===== src/verilog/dct_defs.svh =====
// register offsets, field positions, reset values and timing counts of the counter/status block
`ifndef DCT_DEFS_SVH
`define DCT_DEFS_SVH
// ==================================================================
// device register offsets (low nibble, addr[4] picks the pair)
`define DCT_OFS_STATUS 4'h4
`define DCT_OFS_MASK 4'h5
`define DCT_OFS_PRESET_HI 4'h6
`define DCT_OFS_PRESET_LO 4'h7
`define DCT_OFS_AUX 4'h8
`define DCT_OFS_CHANGE 4'h9
`define DCT_OFS_CMD 4'hA
`define DCT_OFS_PINOE 4'hB
`define DCT_OFS_START 4'hE
`define DCT_OFS_STOP 4'hF
// ==================================================================
// status bit positions
`define DCT_ST_TXA 0
`define DCT_ST_RXA 1
`define DCT_ST_BRKA 2
`define DCT_ST_CTR 3
`define DCT_ST_TXB 4
`define DCT_ST_RXB 5
`define DCT_ST_BRKB 6
`define DCT_ST_COS 7
// ==================================================================
// reset values and the smallest accepted preset
`define DCT_RST_PRESET_HI 8'h00
`define DCT_RST_PRESET_LO 8'h02
`define DCT_RST_MASK 8'h00
`define DCT_RST_AUX 8'h00
`define DCT_MIN_PRESET 8'h02
// ==================================================================
// timing: clock rate and change detector sample rate, in Hz
`define DCT_CLK_HZ 20000000
`define DCT_COS_HZ 38400
`define DCT_COS_DIV ((`DCT_CLK_HZ + `DCT_COS_HZ / 2) / `DCT_COS_HZ)
// ==================================================================
// host controller registers (AXI4-Lite byte offsets)
`define DCT_HOFS_CMD 4'h0
`define DCT_HOFS_STAT 4'h4
`define DCT_HCMD_WR 15
`define DCT_RESP_OKAY 2'h0
`define DCT_RESP_SLVERR 2'h2
`endif


===== src/verilog/dct_pkg.sv =====
// types shared by both ends of the counter/status block
package dct_pkg;
   // ==================================================================
   // device end state
   typedef struct packed {
      logic [3:0] sync1;
      logic [3:0] sync2;
      logic [1:0] statTx;
      logic [1:0] txBlank;
      logic [1:0] brk;
      logic [7:0] mask;
      logic [7:0] presetHi;
      logic [7:0] presetLo;
      logic [7:0] aux;
      logic [3:0] pinOe;
      logic [15:0] cnt;
      logic running;
      logic ctReady;
      logic ctOut;
      logic pinPrev;
      logic [3:0] pinDiv;
      logic [3:0] x1Div;
      logic [9:0] cosDiv;
      logic [3:0] cosStable;
      logic [3:0] cosPend;
      logic [3:0] cosFlag;
      logic [7:0] rdata;
   } dct_dev_state_t;

   // ==================================================================
   // host end sequencer
   typedef enum logic [2:0] {
      HS_IDLE = 3'b001,
      HS_STROBE = 3'b010,
      HS_CAPT = 3'b100
   } dct_host_st_t;

   typedef struct packed {
      dct_host_st_t st;
      logic awHave;
      logic [3:0] awAddr;
      logic wHave;
      logic [31:0] wData;
      logic bvalid;
      logic [1:0] bresp;
      logic rvalid;
      logic [1:0] rresp;
      logic [31:0] rdata;
      logic [5:0] busAddr;
      logic busWr;
      logic [7:0] busWdata;
      logic [7:0] lastRead;
      logic upperZero;
      logic ctStopped;
      logic refused;
      logic tornWarn;
   } dct_host_state_t;
endpackage

===== src/verilog/dct_bus_if.sv =====
// parallel register bus between host controller and counter/status block
`timescale 1ns/1ps
interface dct_bus_if;
   logic [5:0] addr;
   logic wrEn;
   logic rdEn;
   logic [7:0] wdata;
   logic [7:0] rdata;
   modport dev (input addr, input wrEn, input rdEn, input wdata, output rdata);
   modport host (output addr, output wrEn, output rdEn, output wdata, input rdata);
endinterface


===== src/verilog/dct_device.sv =====
// counter/timer, interrupt status and change detectors of one channel pair
// Functional notes
// - tx ready follows empty-slot level, off clears
// - fifo write clears tx ready, resets within two
// - status bits: txb4 ctr3 brka2 rxa1 txa0
// - counter mode: ready at terminal, stop clears
// - timer mode: ready per cycle, stop clears only
// - break change sets on edge, command clears
// - bid needs status and mask; reads unmasked
// - preset bytes write-only; low byte under two refused after zero high byte
// - square period twice preset; half-period kept
// - start read restarts timer or counter
// - stop read is the stop command
// - counter counts down, flags zero, wraps
// - counter pin high until terminal, stop restores
// - counter uses new preset only at next start; timer reloads it each half-period
// - live count readable as two bytes
// - pin inputs follow level even when driven
// - all four pins are inputs after reset
// - two pins per channel latch changes
// - changes confirmed over two 38.4 kHz samples
// - change register read clears change flags
// - change register: flags high, levels low
// - enable field gates flags into status
// - mode field selects mode and clock
`timescale 1ns/1ps
`include "dct_defs.svh"
module dct_device #(
   parameter logic PAIR = 1'b0
) (
   // clock and reset
   input wire logic clk,
   input wire logic rst,
   // register bus
   dct_bus_if.dev bus,
   // channel fifo and receiver inputs, a at bit 0
   input wire logic [1:0] txFillOk,
   input wire logic [1:0] txWrite,
   input wire logic [1:0] txOff,
   input wire logic [1:0] rxReady,
   input wire logic [1:0] breakEdge,
   input wire logic txClkA,
   input wire logic txClkB,
   // io pins: 0 = io0a, 1 = io1a, 2 = io0b, 3 = io1b
   input wire logic [3:0] ioIn,
   output logic [3:0] ioOut,
   output logic [3:0] ioOe,
   // to arbitration
   output logic [7:0] intBid,
   output logic [7:0] intStatus
);
   // ==================================================================
   // state
   dct_pkg::dct_dev_state_t s_r, s_nxt;
   logic sel, rd, wr, doStart, doStop, pinRise, pin16, x116, ctTick, ctSet, cosTick;
   logic [3:0] ofs;
   logic [15:0] preset;

   // status assembly, live inputs mixed with stored bits
   always_comb begin
      intStatus[`DCT_ST_TXA] = s_r.statTx[0];
      intStatus[`DCT_ST_RXA] = rxReady[0];
      intStatus[`DCT_ST_BRKA] = s_r.brk[0];
      intStatus[`DCT_ST_CTR] = s_r.ctReady;
      intStatus[`DCT_ST_TXB] = s_r.statTx[1];
      intStatus[`DCT_ST_RXB] = rxReady[1];
      intStatus[`DCT_ST_BRKB] = s_r.brk[1];
      intStatus[`DCT_ST_COS] = |(s_r.cosFlag & s_r.aux[3:0]);
   end

   // mask only gates the bid, never the stored or read status
   assign intBid = intStatus & s_r.mask;
   assign bus.rdata = s_r.rdata;
   // only io1b can carry the counter output; other driven pins sit high
   assign ioOut = {s_r.ctOut, 3'b111};
   assign ioOe = s_r.pinOe;

   // ==================================================================
   // next-state logic
   always_comb begin
      s_nxt = s_r;
      // two-flop synchronisers on the pins, read whatever their direction
      s_nxt.sync1 = ioIn;
      s_nxt.sync2 = s_r.sync1;
      ofs = bus.addr[3:0];
      sel = bus.addr[4] == PAIR;
      rd = bus.rdEn & sel;
      wr = bus.wrEn & sel;
      doStart = rd && ofs == `DCT_OFS_START;
      doStop = rd && ofs == `DCT_OFS_STOP;
      preset = {s_r.presetHi, s_r.presetLo};

      // clock sources for the counter/timer
      s_nxt.x1Div = s_r.x1Div + 4'h1;
      x116 = s_r.x1Div == 4'hF;
      s_nxt.pinPrev = s_r.sync2[1];
      pinRise = s_r.sync2[1] & ~s_r.pinPrev;
      pin16 = pinRise && s_r.pinDiv == 4'hF;
      if (pinRise) begin
         s_nxt.pinDiv = s_r.pinDiv + 4'h1;
      end
      unique case (s_r.aux[6:4])
         3'b000, 3'b100: ctTick = pinRise;
         3'b001: ctTick = txClkA;
         3'b010: ctTick = txClkB;
         3'b101: ctTick = pin16;
         3'b110: ctTick = 1'b1;
         3'b011, 3'b111: ctTick = x116;
      endcase

      // counter/timer
      ctSet = 1'b0;
      if (s_r.aux[6]) begin
         // timer: reload per half-period so a new preset waits for the next one
         if (doStart) begin
            s_nxt.cnt = preset;
            s_nxt.ctOut = 1'b1;
            s_nxt.running = 1'b1;
         end else if (s_r.running && ctTick) begin
            if (s_r.cnt <= 16'h0001) begin
               s_nxt.cnt = preset;
               s_nxt.ctOut = ~s_r.ctOut;
               ctSet = ~s_r.ctOut;
            end else begin
               s_nxt.cnt = s_r.cnt - 16'h0001;
            end
         end
         if (doStop) begin
            s_nxt.ctReady = 1'b0;
         end
      end else begin
         if (doStart) begin
            s_nxt.cnt = preset;
            s_nxt.running = 1'b1;
            s_nxt.ctOut = 1'b1;
         end else if (doStop) begin
            s_nxt.running = 1'b0;
            s_nxt.ctOut = 1'b1;
            s_nxt.ctReady = 1'b0;
         end else if (s_r.running && ctTick) begin
            // zero wraps to ffff by itself
            s_nxt.cnt = s_r.cnt - 16'h0001;
            if (s_r.cnt == 16'h0001) begin
               ctSet = 1'b1;
               s_nxt.ctOut = 1'b0;
            end
         end
      end
      if (ctSet) begin
         s_nxt.ctReady = 1'b1;
      end

      // transmitter ready, blanked for a cycle after each write
      s_nxt.txBlank = txWrite;
      s_nxt.statTx = txFillOk & ~txOff & ~txWrite & ~s_r.txBlank;

      // break change: an edge in the clearing cycle still sets
      for (int i = 0; i < 2; i++) begin
         if (wr && ofs == `DCT_OFS_CMD && bus.wdata[i]) begin
            s_nxt.brk[i] = 1'b0;
         end
         if (breakEdge[i]) begin
            s_nxt.brk[i] = 1'b1;
         end
      end

      // change detectors
      cosTick = s_r.cosDiv == 10'(`DCT_COS_DIV - 1);
      s_nxt.cosDiv = cosTick ? 10'h000 : s_r.cosDiv + 10'h001;
      if (rd && ofs == `DCT_OFS_CHANGE) begin
         s_nxt.cosFlag = 4'h0;
      end
      if (cosTick) begin
         for (int i = 0; i < 4; i++) begin
            if (s_r.sync2[i] != s_r.cosStable[i]) begin
               // second differing sample in a row confirms the change
               if (s_r.cosPend[i]) begin
                  s_nxt.cosStable[i] = s_r.sync2[i];
                  s_nxt.cosFlag[i] = 1'b1;
                  s_nxt.cosPend[i] = 1'b0;
               end else begin
                  s_nxt.cosPend[i] = 1'b1;
               end
            end else begin
               s_nxt.cosPend[i] = 1'b0;
            end
         end
      end

      // register writes; preset bytes have no read path
      if (wr) begin
         unique case (ofs)
            `DCT_OFS_MASK: s_nxt.mask = bus.wdata;
            `DCT_OFS_PRESET_HI: s_nxt.presetHi = bus.wdata;
            `DCT_OFS_PRESET_LO: s_nxt.presetLo = bus.wdata;
            `DCT_OFS_AUX: s_nxt.aux = bus.wdata;
            `DCT_OFS_PINOE: s_nxt.pinOe = bus.wdata[3:0];
            default: ;
         endcase
      end

      // register reads, captured for the next cycle
      if (rd) begin
         unique case (ofs)
            `DCT_OFS_STATUS: s_nxt.rdata = intStatus;
            `DCT_OFS_MASK: s_nxt.rdata = s_r.mask;
            `DCT_OFS_PRESET_HI: s_nxt.rdata = s_r.cnt[15:8];
            `DCT_OFS_PRESET_LO: s_nxt.rdata = s_r.cnt[7:0];
            `DCT_OFS_AUX: s_nxt.rdata = s_r.aux;
            `DCT_OFS_CHANGE: s_nxt.rdata = {s_r.cosFlag, s_r.sync2};
            `DCT_OFS_PINOE: s_nxt.rdata = {4'h0, s_r.pinOe};
            default: s_nxt.rdata = 8'h00;
         endcase
      end
   end

   // ==================================================================
   // state register
   always_ff @(posedge clk or posedge rst) begin
      if (rst) begin
         s_r <= '0;
         s_r.presetHi <= `DCT_RST_PRESET_HI;
         s_r.presetLo <= `DCT_RST_PRESET_LO;
         s_r.mask <= `DCT_RST_MASK;
         s_r.aux <= `DCT_RST_AUX;
         s_r.pinOe <= 4'h0;
         s_r.ctOut <= 1'b1;
         s_r.ctReady <= 1'b0;
      end else begin
         s_r <= s_nxt;
      end
   end
endmodule


===== src/flat_wrapper.sv =====
// flat-port wrapper written by rule: the top's interface ports become plain ports
module dct_device_flat 
#(
   parameter logic PAIR = 1'b0
)
  (clk, rst, txFillOk, txWrite, txOff, rxReady, breakEdge, txClkA, txClkB, ioIn, ioOut, ioOe, intBid, intStatus, bus_addr, bus_wrEn, bus_rdEn, bus_wdata, bus_rdata);
  dct_bus_if bus_i ();
  input wire logic clk;
  input wire logic rst;
  input wire logic [1:0] txFillOk;
  input wire logic [1:0] txWrite;
  input wire logic [1:0] txOff;
  input wire logic [1:0] rxReady;
  input wire logic [1:0] breakEdge;
  input wire logic txClkA;
  input wire logic txClkB;
  input wire logic [3:0] ioIn;
  output logic [3:0] ioOut;
  output logic [3:0] ioOe;
  output logic [7:0] intBid;
  output logic [7:0] intStatus;
  input wire logic [$bits(bus_i.addr)-1:0] bus_addr;
  input wire logic [$bits(bus_i.wrEn)-1:0] bus_wrEn;
  input wire logic [$bits(bus_i.rdEn)-1:0] bus_rdEn;
  input wire logic [$bits(bus_i.wdata)-1:0] bus_wdata;
  output wire logic [$bits(bus_i.rdata)-1:0] bus_rdata;
  assign bus_i.addr = bus_addr;
  assign bus_i.wrEn = bus_wrEn;
  assign bus_i.rdEn = bus_rdEn;
  assign bus_i.wdata = bus_wdata;
  assign bus_rdata = bus_i.rdata;
  dct_device #(.PAIR(PAIR)) u_core (.clk(clk), .rst(rst), .bus(bus_i), .txFillOk(txFillOk), .txWrite(txWrite), .txOff(txOff), .rxReady(rxReady), .breakEdge(breakEdge), .txClkA(txClkA), .txClkB(txClkB), .ioIn(ioIn), .ioOut(ioOut), .ioOe(ioOe), .intBid(intBid), .intStatus(intStatus));
endmodule

===== config.mk =====
export PLATFORM = sky130hd
export DESIGN_NAME = dct_device_flat
export DESIGN_NICKNAME = d
export VERILOG_FILES = /design/src/verilog/dct_pkg.sv /design/src/verilog/dct_bus_if.sv /design/src/verilog/dct_device.sv /design/src/flat_wrapper.sv
export VERILOG_INCLUDE_DIRS = /design/src /design/src/verilog
export SDC_FILE = /design/constraint.sdc
export NUM_CORES = 1
export LEC_CHECK = 0
export BUFFER_PORTS_ARGS = -buffer_cell sky130_fd_sc_hd__buf_2
export CAP_MARGIN = 20
export CELL_PAD_IN_SITES_DETAIL_PLACEMENT = 1
export CELL_PAD_IN_SITES_GLOBAL_PLACEMENT = 2
export CORE_AREA = 2 2 118 120
export DETAILED_ROUTE_END_ITERATION = 16
export DIE_AREA = 0 0 120 122
export PLACE_DENSITY_LB_ADDON = 0.1
export RECOVER_POWER = 100
export SYNTH_ARGS = -nofsm -noshare
export SYNTH_HDL_FRONTEND = slang
export SYNTH_SLANG_ARGS = --single-unit

===== constraint.sdc =====
create_clock -name clk -period 8.3 [get_ports clk]
set_input_delay 0.83 -clock clk [delete_from_list [all_inputs] [get_ports clk]]
set_output_delay 0.83 -clock clk [all_outputs]
set_load 0.01 [all_outputs]

* Word level (Yosys, flattened, before mapping)
Cells that the tools add are included.
** Word-level totals
- Register bits after elaboration :: 108
- Latch bits :: 0
- Memory bits (writable) :: 0
- Memory bits (read-only) :: 0
- Input port bits :: 34
- Output and inout port bits :: 32
- Memories :: 0
** Operators by class
- $add $sub $neg :: 4
- Multipliers :: 0
- Div/mod/pow operators :: 0
- Magnitude comparators :: 1
- Equality and inequality tests :: 31
- Shift operators :: 0
- Mux-type cells :: 52
- Bitwise logic cells :: 14
- Reduce and logical (&&, ||, !) cells :: 31
** Operator list (number)
- $mux 16 :: 5
- $pmux 8 s7 :: 1
- $mux 1 :: 39
- $eq 4x4->1 const B :: 8
- $mux 19 :: 1
- $reduce_and 3->1 :: 6
- $mux 17 :: 1
- $eq 16x1->1 const B :: 1
- $eq 4x3->1 const B :: 4
- $le 16x1->1 const B :: 1
- $sub 16x1->16 const B :: 1
- $eq 3x3->1 const B :: 4
- $reduce_and 2->1 :: 6
- $add 10x1->10 const B :: 1
- $eq 10x10->1 const B :: 1
- $mux 10 :: 1
- $ne 3x3->1 const B :: 3
- $add 4x1->4 const B :: 2
- $and 8x8->8 :: 1
- $logic_and 1x1->1 :: 8
- $mux 4 :: 2
- $and 2x2->2 :: 3
- $eq 3x2->1 const B :: 2
- $not 2->2 :: 3
- 17 further kinds :: 28

* Logic depth before layout (Yosys ltp)
Gate-level depths: netlist of run 1.
- Depth after elaboration :: 11
- Gate-level depth with buffers :: 9
- Gate-level depth less buffers :: 8

* Worst setup path after synthesis of run 1
OpenSTA, ideal clock, no wires.
- Kind :: input to register
- From :: input port bus_addr[0]
- To :: register u_core.s_r[62] (netlist bit)
- Library setup time :: 0.125 ns
- Data arrival time :: 2.072 ns
- Required time :: 8.175 ns
- Setup slack :: 6.104 ns
- Cell stages on the path :: 5
- Path through :: clkbuf_1 buf_2 nor2_1 nand2_1 mux2_2
** Between the ends
- Longest elaborated chain between the ends :: 2
** Ends and longest elaborated chain
- start: declaration :: RTL line flat_wrapper.sv:22 : input wire logic [$bits(bus_i.addr)-1:0] bus_addr;
- $eq 4x4->1 :: RTL line dct_device.sv:192 : unique case (ofs)
- $reduce_and 2->1 (no source line)
- end signal: assignment :: RTL line dct_device.sv:230 : s_r <= s_nxt;
- end: declaration :: RTL line dct_device.sv:54 : dct_pkg::dct_dev_state_t s_r, s_nxt;
No other way between the ends.
A chain may end at the register's enable or synchronous reset.

* Worst setup path after layout of run 1
- From :: input port bus_addr[1]
- To :: register u_core.s_r[51] (netlist bit)
** Between the ends
- Longest elaborated chain between the ends :: 4
** Ends and longest elaborated chain
- $eq 4x4->1 (no source line)
- $logic_and 1x1->1 (no source line)
- $ne 3x1->1 (no source line), or another cell as far along
- $reduce_and 3->1 (no source line) / $mux 19 (equally long branches)
Parallel ways exist; a longest one is shown, timed or not.

==> impl_metrics.env, run 1 <==
export IMPL_fin_skew_ps=6.13
export IMPL_initial_utilization_pct=39.8
export IMPL_synth_xor_area_share_pct=2.77
export IMPL_max_slew_worst_pin_slew_ps=1920
export IMPL_cpPeakStageDelay_ps=1050
export IMPL_startpoint_type="primary input"
export IMPL_synth_distinct_cells=59
export IMPL_setup_tns_ps=0
export IMPL_place_ws_ps=5210
export IMPL_netlist_area_leader_share_pct=49.4
export IMPL_finalWeightedCongestion=0.769
export IMPL_first_pass_iters=4
export IMPL_arrival_ps=4070
export IMPL_clock_sinks=108
export IMPL_synth_fa_ha_area_share_pct=1.40
export IMPL_gr_total_overflow=0
export IMPL_violations="max-capacitance violations, max-slew violations"
export IMPL_setup_viol=0
export IMPL_nets=573
export IMPL_maxSlewViolCount=42
export IMPL_dp_cells=701
export IMPL_grt_pass1_wl_mm=23.4
export IMPL_io_buffer_count=61
export IMPL_setup_ws_ps=4470
export IMPL_met1_usage_pct=30.1
export IMPL_cp_required_ps=8540
export IMPL_drc=0
export IMPL_post_drt_wl_per_cell_um=20.5
export IMPL_muxShareOfSynthArea_pct=11.5
export IMPL_htree_levels=3
export IMPL_power_leakage_nw=2.56
export IMPL_clockBufferDepth=2
export IMPL_synth_area_um2=5370
export IMPL_synth_seq_cells=108
export IMPL_timing_hold_ws_ps=351
export IMPL_fin_crit_ps=3830
export IMPL_row_count=43
export IMPL_hold_path_class="flip-flop to flip-flop"
export IMPL_grt_max_degree=69
export IMPL_synth_ff_type="dfrtp_1"
export IMPL_slowest_stage="clkbuf_1"
export IMPL_synth_area_leader_cell="dfrtp_1"
export IMPL_areaGrowthSynthToFinish_pct=9.87
export IMPL_avgSynthCellArea_um2=10.8
export IMPL_path_max_fanout=33
export IMPL_worstPathCellList="clkbuf_1 -> nor2b_1 -> nand2_1 -> o21ai_0 -> clkbuf_1 -> o21ai_0 -> a22o_1"
export IMPL_io_pins=66
export IMPL_busiest_layer="met2"
export IMPL_status="finished with violations"
export IMPL_grt_pass1_vias=4082
export IMPL_yosysSeqAreaShare_pct=50.3
export IMPL_numCtsBuffers=9
export IMPL_die_h_um=122
export IMPL_hpwl_mm=10.5
export IMPL_ant_nets=0
export IMPL_die_w_um=120
export IMPL_cpLargestDelayFamily="buffers and inverters"
export IMPL_worstSetupPathType="primary input to flip-flop"
export IMPL_finalHoldViolCount=0
export IMPL_insertion_delay_ps=360
export IMPL_synth_compound_area_share_pct=13.1
export IMPL_num_antenna_cells=0
export IMPL_drive_gt1_share_pct=20.0
export IMPL_synth_top_family_by_area="simple AND/OR/NAND/NOR gates"
export IMPL_synth_most_common_cell="dfrtp_1"
export IMPL_synthSimpleGateAreaFrac_pct=14.9
export IMPL_clkSlewWorstSetupHoldPaths_ps=70
export IMPL_initialDrtViolationCount=175
export IMPL_grt_setup_unrepaired="no"
export IMPL_totalWireLength_mm=14.7
export IMPL_ir_drop_mv=0.0909
export IMPL_hold_buffers=0
export IMPL_maxSlewHeadroom_pct=-28.6
export IMPL_powerDensity_nw_per_um2=237
export IMPL_grt_use_total_pct=21.1
export IMPL_via_per_inst=5.53
export IMPL_cts_resized=0
export IMPL_netlist_instances=496
export IMPL_crit_buf_inv=2
export IMPL_met2_usage_pct=32.9
export IMPL_cts_tree="done"
export IMPL_grt_use_met3_pct=2.72
export IMPL_endpoint_kind="flip-flop"
export IMPL_synth_edff_count=0
export IMPL_design_area_um2=5900
export IMPL_synth_warnings=0
export IMPL_ys_top_cells_by_area="dfrtp_1, mux2_2, buf_4, nand2_1, nor2_1"
export IMPL_synthArstFlopShare_pct=100
export IMPL_period_share_pct=46.2
export IMPL_antenna_found_initial=0
export IMPL_vias=3958
export IMPL_synth_common_cells="dfrtp_1, mux2_2, nand2_1, nor2_1, buf_4"
export IMPL_stdcell_count=716
export IMPL_post_cts_buffers=0
export IMPL_core_um2=13500
export IMPL_die_area_um2=14600
export IMPL_fmax_mhz=261
export IMPL_post_dp_cell_area_um2=5670
export IMPL_cts_root_buffer="clkbuf_16"
export IMPL_max_cap_violations=1
per-layer routing:
metal | wire (um) | vias to the layer above
met5 | 0 | -
met4 | 290 | 0
met3 | 558 | 17
met2 | 6680 | 82
met1 | 7150 | 2007
li1 | - | 1852
placed cells by master (no fill, tap or decap), types with 3 or more instances in the layout:
master,netlist,layout
a211oi_1,4,4
a21o_1,4,4
a21oi_1,21,21
a22o_1,9,9
a22oi_1,10,10
a31oi_1,4,4
a32o_1,7,7
a32oi_1,4,4
and2_0,0,7
and2_1,10,3
and3_1,3,3
buf_2,6,36
clkbuf_1,8,27
clkbuf_16,0,9
conb_1,1,3
dfrtp_1,106,106
ha_1,6,6
inv_1,10,9
mux2_2,45,45
mux2i_1,9,9
nand2_1,40,40
nand2b_1,7,7
nand3_1,15,15
nand3b_1,3,3
nand4_1,6,6
nor2_1,37,37
nor2b_1,6,6
nor3_1,8,8
nor4_1,6,6
nor4b_1,3,3
o21ai_0,21,22
o221ai_1,3,3
or4_4,3,3
xnor2_1,10,10
xor2_1,7,7
cell families (layout without fill, tap and decap cells):
| logic type | count (synthesis) | after routing |
|---|---|---|
| flops | 108 | 108 |
| buf+inv | 51 | 89 |
| other cells | 1 | 3 |
| fa+ha+maj | 6 | 6 |
| simple gates | 156 | 156 |
| mux | 55 | 55 |
| xor+xnor | 17 | 17 |
| compound gates | 102 | 102 |
where the power goes:
group          internal (mW)  leakage (nW)  switching (mW)
combinational          0.118          1.05           0.143
clock                  0.230         0.133           0.195
sequential             0.608          1.37           0.107
total                  0.956          2.56           0.444
cell type report:
cell class	count	area, um2
clock buffer	9	225
tap	180	225
fill	1536	7600
sequential	108	2710
clock inverter	5	55.1
inverter	10	38.8
timing repair buffer	65	297
multi-input combinational	339	2360
worst reg2reg max path, cell delays in order, from the launching register on:
cell,delay [ps]
dfrtp_1,490
nor4_1,400
nand4_1,300
o21ai_0,250
clkbuf_1,1050
o21ai_0,260
a22o_1,290
through the flow:
step | util [%] | power (mW)
final | 43.7 | 1.40
after global placement | 42.0 | 0.973
after floorplan | - | 0.891
after CTS | 44.0 | 1.42
after detailed placement | 42.0 | 0.987
after global routing | 43.7 | 1.48
sequential cells by signal (all words and copies together), names as in the netlist:
signal            count
u_core.s_nxt          5
u_core.bus.rdata      8
u_core.preset        16
u_core.ioOut          1
u_core.s_r           69
u_core.ioOe           4
u_core.intStatus      5
worst paths after layout:
kind	from	end	slack, ps	depth (start not counted)
worst min-delay path	u_core.s_nxt[102]	u_core.s_r[102]	350	0
max in group asynchronous	rst	u_core.s_r[48]	5750	3
worst min register to register	u_core.s_nxt[102]	u_core.s_r[102]	350	0
worst max-delay path	bus_addr[1]	u_core.s_r[51]	4470	7
worst max register to register	u_core.s_r[47]	u_core.s_r[51]	5160	6
min in group asynchronous	rst	u_core.s_nxt[103]	950	2
Power figures use the tool's default switching activity.
==> run 2: changes to the inputs <==
Settings changed: CORE_AREA 2 2 118 120 to 2 2 129 131, DIE_AREA 0 0 120 122 to 0 0 131 133.
Clock period 8.3 ns to 3.3 ns, I/O delays scaled along.
==> impl_metrics.env, run 2 (synthesis gave the netlist of run 1 again) <==
export IMPL_arrival_ps=3110
export IMPL_maxSlewHeadroom_pct=-62.3
export IMPL_powerDensity_nw_per_um2=591
export IMPL_grt_pass1_vias=4144
export IMPL_numCtsBuffers=9
export IMPL_htree_levels=3
export IMPL_largest_register="u_core.s_r"
export IMPL_finalHoldViolCount=0
export IMPL_regArea_um2=2710
export IMPL_setup_viol=0
export IMPL_core_um2=16200
export IMPL_fin_crit_ps=2880
export IMPL_antenna_found_initial=0
export IMPL_initialDrtViolationCount=215
export IMPL_clock_sinks=108
export IMPL_hpwl_mm=11.1
export IMPL_hold_buffers=0
export IMPL_final_common_cell="dfrtp_1"
export IMPL_period_share_pct=87.1
export IMPL_io_pins=66
export IMPL_cts_root_buffer="clkbuf_16"
export IMPL_maxSlewViolCount=49
export IMPL_status="finished with violations"
export IMPL_die_area_um2=17400
export IMPL_violations="max-capacitance violations, max-slew violations"
export IMPL_nets=580
export IMPL_clockBufferDepth=2
export IMPL_drive_gt1_share_pct=20.7
export IMPL_startpoint_type="flip-flop"
export IMPL_grt_pass1_wl_mm=24.3
export IMPL_num_antenna_cells=0
export IMPL_finalWeightedCongestion=0.798
export IMPL_ant_nets=0
export IMPL_cts_tree="done"
export IMPL_multi_input_area_um2=2360
export IMPL_cts_resized=0
export IMPL_largest_reg_flops=69
export IMPL_place_ws_ps=520
export IMPL_die_h_um=133
export IMPL_max_slew_worst_pin_slew_ps=2420
export IMPL_insertion_delay_ps=360
export IMPL_die_w_um=131
export IMPL_worstPathCellList="nor3_1 -> nand4_1 -> o21ai_2 -> clkbuf_1 -> o21ai_0 -> a22o_1"
export IMPL_max_cap_violations=1
export IMPL_power_leakage_nw=2.60
export IMPL_initial_utilization_pct=33.2
export IMPL_cpPeakStageDelay_ps=810
export IMPL_drc=0
export IMPL_first_pass_iters=7
export IMPL_vias=4039
export IMPL_post_drt_wl_per_cell_um=20.0
export IMPL_slowest_stage="o21ai_2"
export IMPL_ir_drop_mv=0.276
export IMPL_layout_common_cells="dfrtp_1, mux2_2, nand2_1"
export IMPL_cp_required_ps=3540
export IMPL_path_max_fanout=23
export IMPL_totalWireLength_mm=15.3
export IMPL_setup_tns_ps=0
export IMPL_grt_use_total_pct=18.6
export IMPL_grt_max_degree=61
export IMPL_endpoint_kind="flip-flop"
export IMPL_fmax_mhz=348
export IMPL_hold_path_class="primary input to flip-flop"
export IMPL_gr_total_overflow=0
export IMPL_n_fill_cell=1835
export IMPL_worstSetupPathType="flip-flop to flip-flop"
export IMPL_total_power_mw=3.56
export IMPL_setup_ws_ps=425
export IMPL_fin_skew_ps=9.81
export IMPL_areaGrowthSynthToFinish_pct=12.1
export IMPL_io_buffer_count=61
export IMPL_grt_setup_unrepaired="no"
export IMPL_clkSlewWorstSetupHoldPaths_ps=80
export IMPL_row_count=47
export IMPL_via_per_inst=5.28
export IMPL_post_cts_buffers=0
==> run 2: cell count changes in the layout (fill, tap and decap cells not counted), sizes merged <==
cell and delta:
buf +4, clkbuf +4, inv +4, bufinv -1, clkinv -1, clkinvlp -1
==> run 2: layer usage <==
metal  vias up  routed length [um]  GRT usage, %
met1      2078                7640          27.4
met4         0                 261          6.03
li1       1862                   -             -
met3        14                 460          2.39
met5         -                   0             0
met2        85                6970          28.3
==> run 2: per-stage QoR <==
| stage | cell area (um2) | hold WS (ps) | util (%) | instances |
|---|---|---|---|---|
| floorplan | 5380 | 331 | - | 498 |
| global placement | 5790 | 332 | 35.8 | 749 |
| detailed placement | 5790 | 346 | 35.8 | 749 |
| CTS | 6080 | 54.6 | 37.6 | 765 |
| global route | 6020 | 59.7 | 37.2 | 765 |
| finish | 6020 | 70.4 | 37.2 | 765 |
==> run 2: layout make-up <==
type / count / share of cell area (%)
Timing Repair Buffer: 72 / 5.86
Clock buffer: 10 / 3.97
Sequential cell: 108 / 44.9
Clock inverter: 6 / 0.852
Inverter: 10 / 0.644
Tap cell: 220 / 4.57
Multi-Input combinational cell: 339 / 39.2
==> run 2: worst paths after layout <==
kind                                         from  slack, ps                end  cells past startpoint
worst max-delay path               u_core.s_r[51]        420     u_core.s_r[51]                      6
worst max register to register     u_core.s_r[51]        420     u_core.s_r[51]                      6
worst min-delay path                      ioIn[0]         70  u_core.s_nxt[100]                      1
min in group asynchronous                     rst        620  u_core.s_nxt[103]                      2
max in group asynchronous                     rst       1540    u_core.ioOut[3]                      3
worst min register to register  u_core.s_nxt[103]        350    u_core.s_r[103]                      0
==> run 2: critical path, delay by kind of cell, from the launching register on <==
| kind | cells | cell delay [ps] |
|---|---|---|
| flops | 1 | 450 |
| simple gates | 2 | 770 |
| compound gates | 3 | 1200 |
| buf+inv | 1 | 330 |
==> run 2: report_power, final <==
group | switching [mW] | internal (mW)
logic | 0.388 | 0.312
registers | 0.253 | 1.53
clock network | 0.534 | 0.546
==> run 3: changes to the inputs <==
Settings changed: ABC_AREA set to 1, CORE_AREA 2 2 129 131 to 2 2 138 140, DIE_AREA 0 0 131 133 to 0 0 140 142, SETUP_SLACK_MARGIN set to 0.1.
==> impl_metrics.env, run 3 <==
export IMPL_synth_warnings=0
export IMPL_hold_buffers=0
export IMPL_grt_max_degree=61
export IMPL_io_pins=66
export IMPL_first_pass_iters=4
export IMPL_layout_common_cells="nand2_1, dfrtp_1, inv_1"
export IMPL_num_antenna_cells=0
export IMPL_synth_area_leader_cell="dfrtp_1"
export IMPL_regToRegSetupSlack_ps=1180
export IMPL_fin_skew_ps=13.6
export IMPL_synthArstFlopShare_pct=100
export IMPL_grt_setup_unrepaired="no"
export IMPL_violations="max-capacitance violations, max-slew violations"
export IMPL_finalWeightedCongestion=0.801
export IMPL_clock_sinks=108
export IMPL_rr_worst_depth=7
export IMPL_synth_ff_type="dfrtp_1"
export IMPL_status="finished with violations"
export IMPL_yosysSeqAreaShare_pct=48.2
export IMPL_die_h_um=142
export IMPL_cp_common_cell="nand2_1"
export IMPL_areaGrowthSynthToFinish_pct=10.8
export IMPL_finalHoldViolCount=0
export IMPL_cts_tree="done"
export IMPL_synth_common_cells="nand2_1, dfrtp_1, inv_1, o21ai_0, nand3_1"
export IMPL_total_power_mw=4.17
export IMPL_power_leakage_nw=3.14
export IMPL_synth_edff_count=0
export IMPL_grt_pass1_wl_mm=28.2
export IMPL_period_share_pct=71.4
export IMPL_ys_top_cells_by_area="dfrtp_1, nand2_1, o21ai_0, inv_1, nand3_1"
export IMPL_core_um2=18500
export IMPL_initialDrtViolationCount=176
export IMPL_endpoint_kind="flip-flop"
export IMPL_clkSlewWorstSetupHoldPaths_ps=90
export IMPL_synth_area_um2=5620
export IMPL_cp_required_ps=3600
export IMPL_post_dp_cell_area_um2=5990
export IMPL_grt_use_total_pct=18.5
export IMPL_setup_viol=0
export IMPL_insertion_delay_ps=360
export IMPL_maxSlewViolCount=49
export IMPL_slowest_stage="nand2_1"
export IMPL_ir_drop_mv=0.280
export IMPL_fmax_mhz=425
export IMPL_holdPathEnd="u_core.s_nxt[103]"
export IMPL_via_per_inst=4.73
export IMPL_largest_reg_flops=69
export IMPL_row_count=50
export IMPL_drc=0
export IMPL_timing_hold_ws_ps=65.0
export IMPL_final_common_cell="nand2_1"
export IMPL_drive_gt1_share_pct=9.91
export IMPL_die_w_um=140
export IMPL_nets=772
export IMPL_powerDensity_nw_per_um2=670
export IMPL_gr_total_overflow=0
export IMPL_design_area_um2=6230
export IMPL_rr_startpoint="u_core.s_r[20]"
export IMPL_place_ws_ps=1060
export IMPL_maxSlewHeadroom_pct=-64.3
export IMPL_post_drt_wl_per_cell_um=17.8
export IMPL_clockBufferDepth=2
export IMPL_hold_path_class="primary input to flip-flop"
export IMPL_cts_root_buffer="clkbuf_16"
export IMPL_max_cap_violations=1
export IMPL_arrival_ps=2650
export IMPL_fin_crit_ps=2360
export IMPL_synth_most_common_cell="nand2_1"
export IMPL_path_max_fanout=17
export IMPL_netlist_instances=691
export IMPL_worstSetupPathType="primary input to flip-flop"
export IMPL_setup_tns_ps=0
export IMPL_synth_seq_cells=108
export IMPL_netlist_area_leader_share_pct=47.2
export IMPL_hold_depth=1
export IMPL_worstPathCellList="buf_2 -> inv_1 -> nand2_1 -> nor2_1 -> nand2_1 -> nand2_1 -> nand2_4 -> nand2_1 -> nand3_1 -> nand2_1"
export IMPL_setup_ws_ps=945
export IMPL_grt_pass1_vias=5030
export IMPL_startpoint_type="primary input"
export IMPL_htree_levels=3
export IMPL_vias=4593
export IMPL_antenna_found_initial=0
export IMPL_ant_nets=0
export IMPL_largest_register="u_core.s_r"
export IMPL_cpPeakStageDelay_ps=670
export IMPL_synth_distinct_cells=36
export IMPL_initial_utilization_pct=30.4
export IMPL_avgSynthCellArea_um2=8.13
export IMPL_die_area_um2=19900
export IMPL_io_buffer_count=61
export IMPL_rr_endpoint="u_core.s_r[19]"
export IMPL_hpwl_mm=13.0
export IMPL_cts_resized=0
export IMPL_max_slew_worst_pin_slew_ps=2450
export IMPL_totalWireLength_mm=17.3
export IMPL_hold_path_startpoint="ioIn[3]"
export IMPL_post_cts_buffers=0
export IMPL_numCtsBuffers=9
==> run 3: final cells by class <==
class / instances / area, um2
fill: 2233 / 12200
inverter: 84 / 317
sequential: 108 / 2710
timing repair buffer: 62 / 288
clock inverter: 7 / 91.3
tap: 234 / 293
multi-input combinational: 467 / 2310
clock buffer: 9 / 225
==> run 3: how the worst max path moves through the flow <==
stage	end	from	slack, ps	cells after the start
after CTS	u_core.s_r[57]	u_core.s_r[42]	1310	10
after detailed placement	u_core.preset[11]	bus_addr[2]	1060	8
final	u_core.s_r[57]	bus_addr[4]	940	10
after global placement	u_core.s_r[57]	bus_addr[4]	1130	10
after global routing	u_core.s_r[50]	bus_addr[4]	590	10
after floorplan	u_core.bus.rdata[0]	rst	130	1
==> run 3: cells by family (layout without fill, tap and decap cells) <==
kind of cell               count (synthesis)  after routing  share of synthesized area (%)
buffers and inverters                    118            162                           10.1
DFF                                      108            108                           48.2
and+or+nand+nor                          342            342                           27.9
AOI/OAI and AO/OA                         94             94                           8.96
other                                      1              3                         0.0668
muxes                                      1              1                          0.200
xor gates and xnor gates                  21             21                           3.27
adders and majority gates                  6              6                           1.34
==> run 3: per-stage QoR <==
step / instances / utilization (%)
finish: 971 / 33.7
floorplan: 693 / -
global placement: 955 / 32.5
CTS: 971 / 34.2
global route: 971 / 33.7
detailed placement: 955 / 32.5
==> run 3: critical path, delay by kind of cell <==
| family | cells | cell delay [ps] |
|---|---|---|
| buffers and inverters | 2 | 140 |
| and+or+nand+nor | 8 | 2160 |
==> run 3: where the power goes <==
part	internal (mW)	total (mW)	switching [mW]	leakage [nW]
clock network	0.611	1.18	0.570	0.152
registers	1.56	1.80	0.240	1.37
logic	0.406	1.19	0.785	1.61
total	2.57	4.17	1.59	3.14
==> run 3: layer usage <==
metal / up-vias / GRT usage (%) / wire length [um]
met4: 0 / 4.36 / 220
li1: 2267 / - / -
met1: 2272 / 24.1 / 8050
met3: 11 / 2.86 / 370
met5: - / 0 / 0
met2: 43 / 32.5 / 8620
